===== src/sfs_defines.vh =====
// Constants for the serial flash interface front end
`ifndef SFS_DEFINES_VH
`define SFS_DEFINES_VH
`define SFS_OP_WREN     8'h06
`define SFS_OP_WRDI     8'h04
`define SFS_OP_RDSR     8'h05
`define SFS_OP_WRSR     8'h01
`define SFS_OP_READ     8'h03
`define SFS_OP_FREAD    8'h0b
`define SFS_OP_DREAD    8'h3b
`define SFS_OP_PP       8'h02
`define SFS_OP_SE       8'h20
`define SFS_OP_BE       8'hd8
`define SFS_OP_CE       8'hc7
`define SFS_OP_PD       8'hb9
`define SFS_OP_RPD      8'hab
`define SFS_SR_BUSY     0
`define SFS_SR_WEL      1
`define SFS_SR_BP0      2
`define SFS_SR_BP1      3
`define SFS_SR_BP2      4
`define SFS_SR_TB       5
`define SFS_SR_LOCK     7
`define SFS_SR_WMASK    8'hbc
`define SFS_BITS_OP     4'h8
`define SFS_BITS_ADDR   6'h20
`define SFS_BITS_FADDR  6'h28
`define SFS_PUW_US      10
`define SFS_BUSY_US     10
`define SFS_CLK_MHZ     100
`endif


===== src/sfs_buf2.v =====
// Two-entry valid/ready buffer
`timescale 1ns/1ps
module sfs_buf2 (
  input  wire       MCLK,
  input  wire       NRST,
  input  wire       in_valid,
  output wire       in_ready,
  input  wire [7:0] in_data,
  output wire       out_valid,
  input  wire       out_ready,
  output wire [7:0] out_data
);
  reg [7:0] mem_r [0:1];
  reg       wp_r;
  reg       rp_r;
  reg [1:0] cnt_r;
  wire      push;
  wire      pop;
  assign in_ready  = (cnt_r != 2'h2);
  assign out_valid = (cnt_r != 2'h0);
  assign out_data  = mem_r[rp_r];
  assign push      = in_valid & in_ready;
  assign pop       = out_valid & out_ready;
  always @(posedge MCLK) begin
    if (!NRST) begin
      wp_r     <= 1'b0;
      rp_r     <= 1'b0;
      cnt_r    <= 2'h0;
      mem_r[0] <= 8'h00;
      mem_r[1] <= 8'h00;
    end else begin
      if (push) begin
        mem_r[wp_r] <= in_data;
        wp_r        <= ~wp_r;
      end
      if (pop)
        rp_r <= ~rp_r;
      if (push & ~pop)
        cnt_r <= cnt_r + 2'h1;
      else if (pop & ~push)
        cnt_r <= cnt_r - 2'h1;
    end
  end
endmodule


===== src/sfs_front.v =====
// Serial flash interface front end: command decode, status, pause and output drive
// What this block does
// - Chip select high deselects and floats the serial output.
// - No instruction accepted after reset until chip select falls.
// - Only clock modes 0 and 3; idle clock level is irrelevant here.
// - Input bits sampled at each rising serial clock edge.
// - Output bits launched at each falling serial clock edge.
// - Dual fast read drives the io pin as a second output.
// - All other instructions keep io pin as input.
// - Pause starts on hold fall if clock low, else next clock fall.
// - Pause ends on hold rise if clock low, else next clock fall.
// - Pause floats output, ignores clock and io, keeps state.
// - Reset disables all operations and instructions.
// - Write-type instructions rejected until power-up delay elapses.
// - Program, erase, status write need the write enable latch set.
// - Write enable latch is read-only status bit one.
// - Latch cleared at reset and after disable, program, erase, accepted status write.
// - Busy is read-only status bit zero during program, erase, status write.
// - While busy only read status is obeyed.
// - Busy clears when the operation completes.
// - In power-down only release power-down is obeyed.
// - Write-protect input is active low and gates status writes with lock.
// - Lock and range bits are loaded by status write.
// - Lock set and protect low refuses status writes.
// - Instruction starts at chip select fall, first byte MSB first.
// - Protect-from-bottom bit selects range origin.
`timescale 1ns/1ps
`include "sfs_defines.vh"
module sfs_front #(
  parameter PUW_CYCLES  = `SFS_PUW_US * `SFS_CLK_MHZ,
  parameter BUSY_CYCLES = `SFS_BUSY_US * `SFS_CLK_MHZ
) (
  input  wire       MCLK,
  input  wire       NRST,
  input  wire       CS_N,
  input  wire       SCLK,
  input  wire       HOLD_N,
  input  wire       WP_N,
  input  wire       SIO_I,
  output wire       SIO_O,
  output wire       SIO_OE,
  output wire       SO_O,
  output wire       SO_OE,
  input  wire [7:0] RD_DATA,
  input  wire       RD_VALID,
  output wire       RD_READY,
  output reg        RD_REQ,
  output reg [23:0] ADDR,
  output reg [7:0]  OPCODE,
  output reg        OP_START,
  output wire [7:0] STATUS,
  output wire       PROTECT_FROM_BOTTOM,
  output wire [2:0] PROTECT_RANGE
);
  localparam ST_OP   = 3'h0;
  localparam ST_ADDR = 3'h1;
  localparam ST_DATA = 3'h2;
  localparam ST_OUT  = 3'h3;
  localparam ST_IDLE = 3'h4;

  reg [1:0]  cs_s_r, ck_s_r, hd_s_r, wp_s_r, io_s_r;
  reg        ck_d_r, hd_d_r, cs_d_r;
  reg        armed_r;
  reg        pause_r;
  reg        pend_r;
  reg [2:0]  st_r;
  reg [5:0]  bits_r;
  reg [7:0]  sh_r;
  reg [7:0]  out_r;
  reg [3:0]  outn_r;
  reg        dual_r;
  reg        so_r, sio_r;
  reg        wel_r, busy_r, pd_r;
  reg [7:0]  prot_r;
  reg [31:0] puw_r;
  reg [31:0] busy_cnt_r;
  reg        rd_mode_r;
  wire       cs_n, ck, hd_n, wp_n, io;
  wire       ck_rise, ck_fall, cs_fall;
  wire       active;
  wire       puw_done;
  wire [7:0] sr;
  wire [7:0] buf_data;
  wire       buf_valid;
  reg        buf_pop;
  wire       buf_rst_n;

  assign cs_n = cs_s_r[1];
  assign ck   = ck_s_r[1];
  assign hd_n = hd_s_r[1];
  assign wp_n = wp_s_r[1];
  assign io   = io_s_r[1];
  assign ck_rise = ck & ~ck_d_r;
  assign ck_fall = ~ck & ck_d_r;
  assign cs_fall = ~cs_n & cs_d_r;
  assign active  = ~cs_n & ~pause_r & armed_r;
  assign puw_done = (puw_r == 32'h0);
  assign sr = {prot_r[`SFS_SR_LOCK], 1'b0, prot_r[`SFS_SR_TB], prot_r[`SFS_SR_BP2],
               prot_r[`SFS_SR_BP1], prot_r[`SFS_SR_BP0], wel_r, busy_r};
  assign STATUS = sr;
  assign PROTECT_FROM_BOTTOM = prot_r[`SFS_SR_TB];
  assign PROTECT_RANGE = {prot_r[`SFS_SR_BP2], prot_r[`SFS_SR_BP1], prot_r[`SFS_SR_BP0]};
  // Outputs float when deselected or paused
  assign SO_OE  = ~cs_n & ~pause_r & (st_r == ST_OUT);
  assign SO_O   = so_r;
  assign SIO_OE = SO_OE & dual_r;
  assign SIO_O  = sio_r;
  // Flush stale read bytes once the request drops at deselect
  assign buf_rst_n = NRST & RD_REQ;

  function is_write_op;
    input [7:0] op;
    begin
      is_write_op = (op == `SFS_OP_WREN) | (op == `SFS_OP_PP) | (op == `SFS_OP_SE) |
                    (op == `SFS_OP_BE) | (op == `SFS_OP_CE) | (op == `SFS_OP_WRSR);
    end
  endfunction

  sfs_buf2 u_buf (
    .MCLK      (MCLK),
    .NRST      (buf_rst_n),
    .in_valid  (RD_VALID),
    .in_ready  (RD_READY),
    .in_data   (RD_DATA),
    .out_valid (buf_valid),
    .out_ready (buf_pop),
    .out_data  (buf_data)
  );

  always @(posedge MCLK) begin
    if (!NRST) begin
      // Select reads low through reset, so a select held low is no fresh fall
      cs_s_r <= 2'h0;
      ck_s_r <= 2'h0;
      hd_s_r <= 2'h3;
      wp_s_r <= 2'h3;
      io_s_r <= 2'h0;
      ck_d_r <= 1'b0;
      hd_d_r <= 1'b1;
      cs_d_r <= 1'b0;
    end else begin
      cs_s_r <= {cs_s_r[0], CS_N};
      ck_s_r <= {ck_s_r[0], SCLK};
      hd_s_r <= {hd_s_r[0], HOLD_N};
      wp_s_r <= {wp_s_r[0], WP_N};
      io_s_r <= {io_s_r[0], SIO_I};
      ck_d_r <= ck;
      hd_d_r <= hd_n;
      cs_d_r <= cs_n;
    end
  end

  // Pause entry and exit take effect with clock low, else at the next clock fall
  always @(posedge MCLK) begin
    if (!NRST) begin
      pause_r <= 1'b0;
      pend_r  <= 1'b0;
    end else if (cs_n) begin
      pause_r <= 1'b0;
      pend_r  <= 1'b0;
    end else if (hd_n != hd_d_r) begin
      if (!ck) begin
        pause_r <= ~hd_n;
        pend_r  <= 1'b0;
      end else
        pend_r  <= 1'b1;
    end else if (pend_r & ck_fall) begin
      pause_r <= ~hd_n;
      pend_r  <= 1'b0;
    end
  end

  always @(posedge MCLK) begin
    if (!NRST) begin
      puw_r      <= PUW_CYCLES;
      busy_cnt_r <= 32'h0;
      busy_r     <= 1'b0;
    end else begin
      if (!puw_done)
        puw_r <= puw_r - 32'h1;
      // The start pulse comes only for accepted writes; the latch is already cleared then
      if (OP_START & (OPCODE == `SFS_OP_PP | OPCODE == `SFS_OP_SE | OPCODE == `SFS_OP_BE |
                      OPCODE == `SFS_OP_CE | OPCODE == `SFS_OP_WRSR)) begin
        busy_r     <= 1'b1;
        busy_cnt_r <= BUSY_CYCLES;
      end else if (busy_r) begin
        if (busy_cnt_r == 32'h0)
          busy_r <= 1'b0;
        else
          busy_cnt_r <= busy_cnt_r - 32'h1;
      end
    end
  end

  always @(posedge MCLK) begin
    if (!NRST) begin
      armed_r   <= 1'b0;
      st_r      <= ST_IDLE;
      bits_r    <= 6'h0;
      sh_r      <= 8'h00;
      out_r     <= 8'h00;
      outn_r    <= 4'h0;
      dual_r    <= 1'b0;
      so_r      <= 1'b0;
      sio_r     <= 1'b0;
      wel_r     <= 1'b0;
      pd_r      <= 1'b0;
      prot_r    <= 8'h00;
      OPCODE    <= 8'h00;
      OP_START  <= 1'b0;
      ADDR      <= 24'h0;
      RD_REQ    <= 1'b0;
      rd_mode_r <= 1'b0;
      buf_pop   <= 1'b0;
    end else begin
      OP_START <= 1'b0;
      buf_pop  <= 1'b0;
      if (cs_fall) begin
        armed_r <= 1'b1;
        st_r    <= ST_OP;
        bits_r  <= 6'h0;
        dual_r  <= 1'b0;
        RD_REQ  <= 1'b0;
      end else if (cs_n) begin
        st_r   <= ST_IDLE;
        RD_REQ <= 1'b0;
        if (st_r == ST_DATA && OPCODE == `SFS_OP_WRSR && bits_r == {2'h0, `SFS_BITS_OP}) begin
          if (!(prot_r[`SFS_SR_LOCK] & ~wp_n)) begin
            prot_r   <= sh_r & `SFS_SR_WMASK;
            wel_r    <= 1'b0;
            OP_START <= 1'b1;
          end
          st_r <= ST_IDLE;
        end
      end else if (active & ck_rise) begin
        sh_r   <= {sh_r[6:0], io};
        bits_r <= bits_r + 6'h1;
        if (st_r == ST_OP && bits_r == `SFS_BITS_OP - 4'h1) begin
          OPCODE <= {sh_r[6:0], io};
          bits_r <= 6'h0;
          st_r   <= ST_IDLE;
          if (pd_r) begin
            if ({sh_r[6:0], io} == `SFS_OP_RPD)
              pd_r <= 1'b0;
          end else if (busy_r) begin
            if ({sh_r[6:0], io} == `SFS_OP_RDSR)
              st_r <= ST_OUT;
          end else if (is_write_op({sh_r[6:0], io}) & ~puw_done) begin
            st_r <= ST_IDLE;
          end else begin
            case ({sh_r[6:0], io})
              `SFS_OP_WREN: wel_r <= 1'b1;
              `SFS_OP_WRDI: wel_r <= 1'b0;
              `SFS_OP_PD:   pd_r  <= 1'b1;
              `SFS_OP_RDSR: st_r  <= ST_OUT;
              `SFS_OP_WRSR: st_r  <= wel_r ? ST_DATA : ST_IDLE;
              `SFS_OP_PP, `SFS_OP_SE, `SFS_OP_BE: begin
                if (wel_r) begin
                  st_r  <= ST_ADDR;
                  wel_r <= 1'b0;
                end
              end
              `SFS_OP_CE: begin
                if (wel_r) begin
                  wel_r    <= 1'b0;
                  OP_START <= 1'b1;
                end
              end
              `SFS_OP_READ, `SFS_OP_FREAD, `SFS_OP_DREAD: st_r <= ST_ADDR;
              default: st_r <= ST_IDLE;
            endcase
          end
          outn_r <= 4'h0;
        end else if (st_r == ST_ADDR) begin
          // The dummy byte of the fast reads must not push the address out
          if (bits_r < `SFS_BITS_ADDR - {2'h0, `SFS_BITS_OP})
            ADDR <= {ADDR[22:0], io};
          if (bits_r == ((OPCODE == `SFS_OP_READ || OPCODE == `SFS_OP_PP || OPCODE == `SFS_OP_SE ||
                          OPCODE == `SFS_OP_BE) ? `SFS_BITS_ADDR : `SFS_BITS_FADDR) - 6'h9) begin
            bits_r <= 6'h0;
            if (OPCODE == `SFS_OP_SE || OPCODE == `SFS_OP_BE || OPCODE == `SFS_OP_PP) begin
              OP_START <= 1'b1;
              st_r     <= ST_IDLE;
            end else begin
              st_r   <= ST_OUT;
              RD_REQ <= 1'b1;
              dual_r <= (OPCODE == `SFS_OP_DREAD);
            end
          end
        end
      end else if (active & ck_fall & st_r == ST_OUT) begin
        if (outn_r == 4'h0) begin
          if (OPCODE == `SFS_OP_RDSR) begin
            out_r  <= {sr[6:0], 1'b0};
            so_r   <= sr[7];
            outn_r <= 4'h7;
          end else if (buf_valid) begin
            buf_pop <= 1'b1;
            if (dual_r) begin
              sio_r  <= buf_data[7];
              so_r   <= buf_data[6];
              out_r  <= {buf_data[5:0], 2'h0};
              outn_r <= 4'h3;
            end else begin
              so_r   <= buf_data[7];
              out_r  <= {buf_data[6:0], 1'b0};
              outn_r <= 4'h7;
            end
          end
        end else begin
          outn_r <= outn_r - 4'h1;
          if (dual_r) begin
            sio_r <= out_r[7];
            so_r  <= out_r[6];
            out_r <= {out_r[5:0], 2'h0};
          end else begin
            so_r  <= out_r[7];
            out_r <= {out_r[6:0], 1'b0};
          end
        end
      end
    end
  end
endmodule


===== config.mk =====
export PLATFORM = sky130hd
export DESIGN_NAME = sfs_front
export DESIGN_NICKNAME = d
export VERILOG_FILES = /design/src/sfs_buf2.v /design/src/sfs_front.v
export VERILOG_INCLUDE_DIRS = /design/src
export SDC_FILE = /design/constraint.sdc
export NUM_CORES = 1
export LEC_CHECK = 0
export BUFFER_PORTS_ARGS = -buffer_cell sky130_fd_sc_hd__buf_2
export CAP_MARGIN = 20
export CORE_UTILIZATION = 55
export DETAILED_ROUTE_END_ITERATION = 12
export PLACE_DENSITY = 0.81
export SLEW_MARGIN = 25
export SYNTH_ARGS = -nofsm -noshare
export SYNTH_HDL_FRONTEND = slang
export SYNTH_SLANG_ARGS = --single-unit

===== constraint.sdc =====
create_clock -name MCLK -period 2.4 [get_ports MCLK]
set_input_delay 0.12 -clock MCLK [delete_from_list [all_inputs] [get_ports MCLK]]
set_output_delay 0.12 -clock MCLK [all_outputs]
set_load 0.005 [all_outputs]

==> results of run 1 <==
## flip-flops by register name (all words and copies together) (netlist names), 3 cells and up, named ones only
register,flops
outn_r,4
puw_r,32
prot_r,5
st_r,3
bits_r,6
OPCODE,8
busy_cnt_r,32
ADDR,24
out_r,7
u_buf.mem_r,16
sh_r,8
## final timing paths
check / cells after the start / endpoint / startpoint
setup reg to reg: 6 / st_r[1] / puw_r[20]
setup / recovery: 6 / st_r[1] / puw_r[20]
hold / removal: 3 / u_buf.cnt_r[1] / NRST
hold reg to reg: 1 / wp_s_r[1] / wp_s_r[0]
## timing repair
item / 4_1_cts / 5_1_grt
gates resized for setup: 1 / 6
hold endpoints to repair: 19 / 0
setup endpoints to repair: 1 / 8
hold buffers: 13 / 0
## final cells by class
class	count	share of cell area (%)
inverter	18	0.6897
clock buffer	19	4.636
sequential	175	37.41
clock inverter	13	1.239
multi-input combinational	682	45.81
timing repair buffer	115	7.867
tap	184	2.350
## worst min-delay path, cell delays in order
cell     delay, ns
buf_2         0.11
nand2_1       0.19
a21oi_1       0.07
## where the power goes
part | leakage [nW] | internal (mW) | total (mW) | switching (mW)
Combinational | 2.10 | 0.0788 | 0.194 | 0.115
Sequential | 1.48 | 2.96 | 2.99 | 0.0259
Clock | 0.277 | 1.43 | 2.64 | 1.22
## placed cells by master (no fill, tap or decap), drive strengths merged, types with 23 or more instances in the layout
cell   instances
xor2          34
nand4         23
buf          102
o21ai         29
and2          35
nor4          30
mux2i         64
nand3         31
dfxtp        159
nor2         137
nand2         56
a21oi         52
inv           25
## per-layer routing
metal  track usage (%)  vias to the layer above  wire length, µm
li1                  -                     3471                -
met1             32.11                     3281             8591
met2             39.25                      167             8790
met3             5.013                       25              879
met5                 0                        -                0
met4             8.150                        0              285
## metrics by stage
stage | cells | total power [mW] | setup WS [ns] | area [µm²] | hold slack (ns)
4_1_cts | 1206 | 5.874 | 0.04452 | 9771 | 0.09814
6_report | 1206 | 5.828 | 0.09010 | 9797 | 0.1137
2_1_floorplan | 928 | 3.170 | 0.3041 | 8422 | 0.2215
3_3_place_gp | 1161 | 3.227 | 0.1596 | 9056 | 0.3043
3_5_place_dp | 1161 | 3.231 | 0.07369 | 9056 | 0.3066
5_1_grt | 1206 | 6.037 | 0.003289 | 9797 | 0.1268
## kinds of logic (layout without fill, tap and decap cells)
kind of cell,after synthesis,in the layout,synth area share [%]
AO/OA/AOI/OAI,139,139,10.52
XOR/XNOR,53,53,5.512
adder cells (fa/ha/maj),7,7,1.040
buffers and inverters,71,165,3.788
flip-flops,175,175,43.50
multiplexers,66,66,7.874
other,1,1,0.04453
AND/OR/NAND/NOR,416,416,27.72
==> flow_metrics.tcl, run 1 <==
set metrics [dict create \
    outcome "finished clean" \
    fp.dieArea_um2 15810 \
    synth_edf_count 16 \
    yosys.cell_count.top_type "dfxtp_1" \
    port-buffer-count 65 \
    final.fill_count 1184 \
    p_leak_nw 3.859 \
    ff_latch_area_um2 3665 \
    clk_transition_reported_paths_ns 0.07 \
    cap_viol_max_count 0 \
    syn-cell-area_um2 8422 \
    min_path_type "primary input to register" \
    post_drt_via_cell_ratio 5.758 \
    yosys.area.top_type "dfxtp_1" \
    maxSlewHeadroom_pct 52.82 \
    critPathCaptureType "register" \
    fmaxAchievable_ghz 0.4329 \
    cts_sink_count 175 \
    power_per_cell_area_nw_per_um2 594.9 \
    clockBufferDepth 2 \
    dr_total_vias 6944 \
    synth_seq_area_share_pct 43.50 \
    minimum_clock_period_after_layout_ns 2.310 \
    cp_cell_sequence "nor4_4, nand4_1, nor3_4, o31ai_1, a2111oi_0, o221a_1" \
    worstPathBufferInverterCount 0 \
    criticalPathCategory "register to register" \
    max_stage_delay_ns 0.47 \
    final_core_utilization_pct 66.40 \
    core_region_area_um2 14750 \
    worst_slew_pin_slew_ns 0.7012 \
    synth_cells 928 \
    startpoint_class "register" \
    first_pass_grt_wire_length_um 31210 \
    final.setup_skew_ns 0.008180 \
    post_cts.repair.setup_buffers 0 \
    post-route-drc-count 0 \
    syn_to_final_growth_pct 16.33 \
    drt_iter0_markers 639 \
    synth_top_area_share_pct 37.80 \
    finalSetupViolCount 0 \
    overflow 0 \
    synthesis.nets 951 \
    clk-insertion-delay-late_ns 0.43 \
    post_detailed_route_wirelength_per_cell_um 15.38 \
    critical_path_peak_fanout 6 \
    floorplan.initialDensity_pct 57.08 \
    yosysWarningCount 0 \
    gp_congestion 0.9220 \
    cts_inserted_buffers 17 \
    max-vdd-ir-drop_mv 0.5337 \
    cts_htree_levels 4 \
    post_route_cells_drive_above_1_share_pct 17.12 \
    final_hold_viol_count 0 \
    final_max_slew_viol_count 0 \
    synth_cell_types 83 \
    finalWirelength_um 18550 \
    nets 1032 \
    tritoncts "done" \
    cts_root_buffer "clkbuf_16" \
    yosys_most_used_dff "dfxtp_1" \
    rsz_0062_raised_after_global_routing "false" \
    postSynth.asyncResetShare_pct 0 \
    syn_area_per_cell_um2 9.075 \
    setup_total_negative_slack_ns 0 \
    path_delay_family "simple AND/OR/NAND/NOR gates" \
    timing.critical_path.arrival_ns 2.68 \
    via_count_of_the_first_global_routing_pass 6545 \
    die_height_um 125.7 \
    drtPass1Iterations 5 \
    timing.critical_path.slowest_stage_cell "a2111oi_0" \
    grt_usage_pct 24.17 \
    post_synth_main_area_contributors "dfxtp_1 (38%), mux2i_1 (7.6%), nor2_1 (6.1%), edfxtp_1 (5.7%), xor2_1 (3.5%)" \
    synth.cells.most_frequent "dfxtp_1 (159), nor2_1 (136), mux2i_1 (64)" \
    count_of_pins_on_the_block_boundary 67 \
    postRouteAntennaNets 0 \
    largest_net_degree_at_the_start_of_global_routing 71 \
    hpwl_reported_at_the_end_of_detailed_placement_um 12830 \
    worst_ep_required_ns 2.77 \
    initial_antenna_violation_count 0 \
    register_to_register_setup_slack_ns 0.09 \
    ys_seq_elements 175 \
    min_period_over_period_pct 96.25 \
    die_width_um 125.7 \
    antenna_cells 0 \
    core.rowCount 44 \
    multiInputGateArea_um2 4488 \
]
Note: power is estimated with default switching activity, not from simulation.
==> inputs of run 2 (changes only) <==
--- a/config.mk
+++ b/config.mk
@@ -10,7 +10,8 @@
 export CAP_MARGIN = 20
 export CORE_UTILIZATION = 55
 export DETAILED_ROUTE_END_ITERATION = 12
-export PLACE_DENSITY = 0.81
+export PLACE_DENSITY = 0.76
+export SETUP_SLACK_MARGIN = 0.05
 export SLEW_MARGIN = 25
 export SYNTH_ARGS = -nofsm -noshare
 export SYNTH_HDL_FRONTEND = slang
==> flow_metrics.tcl, run 2 (synthesis gave the netlist of run 1 again) <==
set metrics [dict create \
    ff_latch_area_um2 3664 \
    switching_share_pct 21.37 \
    grt_usage_pct 24.63 \
    timing.critical_path.arrival_ns 2.62 \
    reg.largest.list "busy_cnt_r: 32 flops, puw_r: 32 flops, ADDR: 24 flops" \
    first_pass_grt_wire_length_um 31950 \
    finalSetupViolCount 0 \
    post_drt_via_cell_ratio 5.788 \
    dr_total_vias 7033 \
    worst_ep_required_ns 2.70 \
    core_region_area_um2 14750 \
    final_hold_viol_count 0 \
    die_width_um 125.7 \
    post_detailed_route_wirelength_per_cell_um 15.20 \
    critical_path_depth 6 \
    path_delay_family "simple AND/OR/NAND/NOR gates" \
    outcome "finished clean" \
    cts_htree_levels 4 \
    min_to "u_buf.cnt_r[1]" \
    topRoutingLayerUsed "met4" \
    hpwl_reported_at_the_end_of_detailed_placement_um 12710 \
    final_max_slew_viol_count 0 \
    fmaxAchievable_ghz 0.4320 \
    postPlaceCellArea_um2 9124 \
    timing.critical_path.slowest_stage_cell "or4b_1" \
    post_route_cells_drive_above_1_share_pct 18.04 \
    clockBufferDepth 2 \
    min_period_over_period_pct 96.44 \
    cap_viol_max_count 0 \
    gp_congestion 0.9634 \
    post-route-drc-count 0 \
    port-buffer-count 65 \
    core.rowCount 44 \
    rsz_0062_raised_after_global_routing "true" \
    syn_to_final_growth_pct 17.50 \
    cts_sink_count 175 \
    min_from "NRST" \
    total_power_mw 5.941 \
    antenna_cells 0 \
    hold-path-cell-count 3 \
    cts_root_buffer "clkbuf_16" \
    timing.rr.start "OPCODE[1]" \
    power.combinational.fraction_pct 3.3 \
    maxSlewHeadroom_pct 53.16 \
    worstPathBufferInverterCount 0 \
    critPathCaptureType "register" \
    tritoncts "done" \
    length_of_routed_wiring_on_met1_um 8697 \
    clk-insertion-delay-late_ns 0.42 \
    critical_path_peak_fanout 7 \
    worst_slew_pin_slew_ns 0.6962 \
    finalInstanceArea_um2 9896 \
    p_leak_nw 3.905 \
    power_per_cell_area_nw_per_um2 600.3 \
    register_to_register_setup_slack_ns 0.09 \
    proportion_of_power_drawn_by_flip_flops_and_latches_pct 50.4 \
    final_core_utilization_pct 67.07 \
    startpoint_class "register" \
    worst_r2r_endpoint "st_r[2]" \
    met3WireLength_um 864 \
    floorplan.initialDensity_pct 57.08 \
    cp_cell_sequence "or4b_1, or4_1, nand4_1, a311oi_2, nor4_1, a21oi_1" \
    p_int_mw 4.671 \
    route.met2.wl_um 8577 \
    count_of_pins_on_the_block_boundary 67 \
    multiInputGateArea_um2 4497 \
    largest_net_degree_at_the_start_of_global_routing 90 \
    most_used_cells_in_the_layout_excluding_fill_and_tap_cells "dfxtp_1 (159), nor2_1 (136), buf_2 (65), mux2i_1 (64), nand2_1 (56)" \
    fp.dieArea_um2 15810 \
    timing.reg2reg.worst_path_depth 6 \
    min_path_type "primary input to register" \
    max-vdd-ir-drop_mv 0.5449 \
    final.fill_count 1222 \
    final.setup_skew_ns 0.008322 \
    criticalPathCategory "register to register" \
    clk_transition_reported_paths_ns 0.06 \
    minimum_clock_period_after_layout_ns 2.315 \
    drtPass1Iterations 6 \
    finalWirelength_um 18470 \
    most_frequent_standard_cell_in_the_layout_excluding_fill_and_tap_cells "dfxtp_1" \
    cts_inserted_buffers 17 \
    overflow 0 \
    max_stage_delay_ns 0.53 \
    postRouteAntennaNets 0 \
    initial_antenna_violation_count 0 \
    switching_power_mw 1.270 \
    via_count_of_the_first_global_routing_pass 6671 \
    nets 1041 \
    die_height_um 125.7 \
    launching_instance_or_port_of_the_critical_path "OPCODE[1]" \
    drt_iter0_markers 568 \
    pwr-share-clk_pct 46.4 \
]
## run 2: changes by cell type in the layout (fill, tap and decap cells not counted), moves of 2 or more
cell / delta
nor4_2: +2
or4_1: -2
clkbuf_8: +3
buf_4: +9
clkinv_4: -2
inv_8: -2
or4_4: +2
bufinv_16: +2
## run 2: cell type report
cell class / count / area share [%]
clock inverter: 11 / 1.302
tap: 184 / 2.326
inverter: 18 / 0.6828
sequential: 175 / 37.02
timing repair buffer: 124 / 8.471
multi-input combinational: 682 / 45.44
clock buffer: 21 / 4.754
## run 2: routing by layer
| layer | vias up | global-route usage, % |
|---|---|---|
| li1 | 3495 | - |
| met1 | 3343 | 32.52 |
| met2 | 168 | 39.84 |
| met3 | 27 | 5.565 |
| met4 | 0 | 8.434 |
| met5 | - | 0 |
## run 2: worst max-delay path by stage
| stage | end | slack, ns |
|---|---|---|
| 4_1_cts | puw_r[27] | 0.11 |
| 5_1_grt | st_r[0] | -0.005 |
| 6_report | st_r[2] | 0.09 |
| 3_5_place_dp | puw_r[23] | 0.10 |
| 3_3_place_gp | st_r[1] | 0.21 |
| 2_1_floorplan | ADDR[10] | 0.30 |
## run 2: repair_timing
item / in CTS / in global routing
gates resized for setup: 1 / 7
hold buffers: 13 / 0
endpoints found under the setup margin: 5 / 25
pin swaps: 0 / 1
gates cloned: 0 / 0
endpoints found under the hold margin: 21 / 0
setup buffers: 0 / 0
## run 2: metrics by stage
step / hold slack [ns] / setup TNS [ns] / setup WS (ns) / cells
after detailed placement: 0.3037 / 0 / 0.1016 / 1170
final: 0.1262 / 0 / 0.08542 / 1215
after CTS: 0.1078 / 0 / 0.1052 / 1215
after global routing: 0.1358 / -0.005371 / -0.005371 / 1215
after floorplan: 0.2215 / 0 / 0.3041 / 928
after global placement: 0.3023 / 0 / 0.2071 / 1170
## run 2: tightest hold or removal path: cells and delay by family
kind	cells	cell delay, ns
simple gates	1	0.20
buf+inv	1	0.12
compound gates	1	0.06
## run 2: power by group through the flow
stage	clock [mW]	combinational (mW)	sequential [mW]
floorplan	0	0.122	3.05
CTS	2.81	0.194	2.99
global route	2.93	0.216	2.99
global placement	0	0.177	3.05
finish	2.75	0.196	2.99
detailed placement	0	0.177	3.06
==> inputs of run 3 (changes only) <==
--- a/config.mk
+++ b/config.mk
@@ -8,6 +8,7 @@
 export LEC_CHECK = 0
 export BUFFER_PORTS_ARGS = -buffer_cell sky130_fd_sc_hd__buf_2
 export CAP_MARGIN = 20
+export CORE_MARGIN = 2
 export CORE_UTILIZATION = 55
 export DETAILED_ROUTE_END_ITERATION = 12
 export PLACE_DENSITY = 0.76
==> constraint.sdc (replaced) <==
create_clock -name MCLK -period 2.4 [get_ports MCLK]
set_input_delay 0.12 -clock MCLK [delete_from_list [all_inputs] [get_ports MCLK]]
set_output_delay 0.12 -clock MCLK [all_outputs]
set_load 0.01 [all_outputs]
==> flow_metrics.tcl, run 3 (synthesis gave the netlist of run 1 again) <==
set metrics [dict create \
    reg.largest.list "busy_cnt_r: 32 flops, puw_r: 32 flops, ADDR: 24 flops" \
    cts_inserted_buffers 17 \
    finalNonFillerCells 1214 \
    pwr-share-clk_pct 45.6 \
    via_count_of_the_first_global_routing_pass 6513 \
    post_detailed_route_wirelength_per_cell_um 15.51 \
    max-vdd-ir-drop_mv 0.5375 \
    count_of_pins_on_the_block_boundary 67 \
    switching_share_pct 22.11 \
    setup_total_negative_slack_ns 0 \
    hpwl_reported_at_the_end_of_detailed_placement_um 12840 \
    critPathCaptureType "register" \
    timing.reg2reg.worst_path_depth 6 \
    post_cts.repair.setup_buffers 0 \
    max_stage_delay_ns 0.58 \
    finalSetupViolCount 0 \
    drtPass1Iterations 5 \
    nets 1036 \
    floorplan.initialDensity_pct 55.81 \
    grt_usage_pct 23.37 \
    path_delay_family "simple AND/OR/NAND/NOR gates" \
    min_path_type "primary input to register" \
    worst_slew_pin_slew_ns 0.7634 \
    register_to_register_setup_slack_ns 0.14 \
    rsz_0062_raised_after_global_routing "false" \
    fp.dieArea_um2 16320 \
    min_to "u_buf.wp_r" \
    finalWorstSetupSlack_ns 0.1418 \
    power.combinational.fraction_pct 3.3 \
    die_height_um 127.7 \
    worst_r2r_endpoint "st_r[2]" \
    min_period_over_period_pct 94.09 \
    cp_cell_sequence "or4b_1, or4_1, nand4_1, a311oi_1, nor4_1, a21oi_1" \
    switching_power_mw 1.295 \
    cap_viol_max_count 0 \
    critical_path_peak_fanout 7 \
    placement.setup.worst_slack_ns 0.1079 \
    die_width_um 127.7 \
    worstPathBufferInverterCount 0 \
    cts_htree_levels 4 \
    first_pass_grt_wire_length_um 31020 \
    most_used_cells_in_the_layout_excluding_fill_and_tap_cells "dfxtp_1 (159), nor2_1 (136), buf_2 (65), mux2i_1 (64), nand2_1 (56)" \
    fmaxAchievable_ghz 0.4428 \
    clk-insertion-delay-late_ns 0.44 \
    cts_root_buffer "clkbuf_16" \
    initial_antenna_violation_count 0 \
    p_leak_nw 3.873 \
    finalWirelength_um 18830 \
    final_max_slew_viol_count 0 \
    maxSlewHeadroom_pct 48.71 \
    hold-path-cell-count 5 \
    core_region_area_um2 15090 \
    worst_ep_required_ns 2.71 \
    criticalPathCategory "register to register" \
    finalInstanceArea_um2 9813 \
    minimum_clock_period_after_layout_ns 2.258 \
    timing.critical_path.slowest_stage_cell "or4b_1" \
    startpoint_class "register" \
    timing.rr.start "OPCODE[7]" \
    post_route_cells_drive_above_1_share_pct 17.35 \
    proportion_of_power_drawn_by_flip_flops_and_latches_pct 51.1 \
    min_from "RD_VALID" \
    cts_sink_count 175 \
    post-route-drc-count 0 \
    dr_total_vias 6980 \
    drt_iter0_markers 624 \
    largest_net_degree_at_the_start_of_global_routing 41 \
    final_hold_viol_count 0 \
    core.rowCount 45 \
    overflow 0 \
    power_per_cell_area_nw_per_um2 597.0 \
    p_int_mw 4.564 \
    gp_congestion 0.9339 \
    postRouteAntennaNets 0 \
    post_drt_via_cell_ratio 5.750 \
    clockBufferDepth 2 \
    place.detailed.instances 1169 \
    most_frequent_standard_cell_in_the_layout_excluding_fill_and_tap_cells "dfxtp_1" \
    outcome "finished clean" \
    postPlaceCellArea_um2 9066 \
    antenna_cells 0 \
    final.setup_skew_ns 0.008700 \
    clk_transition_reported_paths_ns 0.06 \
    tritoncts "done" \
    syn_to_final_growth_pct 16.52 \
    timing.critical_path.arrival_ns 2.56 \
    port-buffer-count 65 \
]
==> run 3: cell types whose count changed in the layout (fill, tap and decap cells not counted), sizes merged <==
cell      before  now
bufinv         2    1
inv           22   23
clkinvlp       3    2
clkinv         2    3
buf          111  106
==> run 3: worst max-delay path by stage <==
stage | startpoint | endpoint | cells after the start | slack, ns
2_1_floorplan | OPCODE[1] | st_r[2] | 6 | 0.29
3_3_place_gp | puw_r[0] | puw_r[25] | 7 | 0.21
3_5_place_dp | puw_r[14] | puw_r[21] | 5 | 0.11
4_1_cts | puw_r[0] | puw_r[21] | 7 | 0.09
5_1_grt | busy_cnt_r[9] | busy_cnt_r[23] | 6 | 0.06
6_report | OPCODE[7] | st_r[2] | 6 | 0.14
==> run 3: power groups by stage <==
| stage | Clock, mW | Sequential (mW) | Combinational, mW |
|---|---|---|---|
| finish | 2.67 | 2.99 | 0.194 |
| global route | 2.83 | 2.99 | 0.215 |
| CTS | 2.72 | 2.99 | 0.193 |
| detailed placement | 0 | 3.06 | 0.174 |
| global placement | 0 | 3.06 | 0.171 |
| floorplan | 0 | 3.05 | 0.123 |
==> run 3: layer usage <==
metal | share of wire (%) | vias to the layer above | GRT usage (%)
met3 | 5.4 | 25 | 6.010
li1 | - | 3484 | -
met1 | 46 | 3290 | 30.65
met5 | 0 | - | 0
met2 | 47 | 181 | 38.44
met4 | 1.4 | 0 | 6.335
==> run 3: worst reg2reg max path: cells and delay by family, from the launching register on <==
kind | cells | cell delay [ns]
AND/OR/NAND/NOR | 4 | 1.52
AO/OA/AOI/OAI | 2 | 0.25
flip-flops | 1 | 0.36
==> run 3: layout make-up <==
cell class	instances	area [µm²]
fill	1241	5276
multi-input combinational	682	4496
sequential	175	3664
timing repair buffer	119	775.7
clock buffer	21	470.5
tap	188	235.2
clock inverter	11	105.1
inverter	18	67.56
==> run 3: through the flow <==
| step | hold slack [ns] | total power, mW | utilization, % |
|---|---|---|---|
| global placement | 0.3032 | 3.226 | 60.08 |
| finish | 0.1244 | 5.859 | 65.03 |
| floorplan | 0.2215 | 3.170 | - |
| detailed placement | 0.3057 | 3.231 | 60.08 |
| global route | 0.1680 | 6.041 | 65.03 |
| CTS | 0.1154 | 5.903 | 64.76 |
==> run 3: repair_timing <==
item / in CTS / in global routing
hold buffers: 13 / 0
setup endpoints to repair: 0 / 14
gates resized for setup: 0 / 8
hold endpoints to repair: 21 / 0
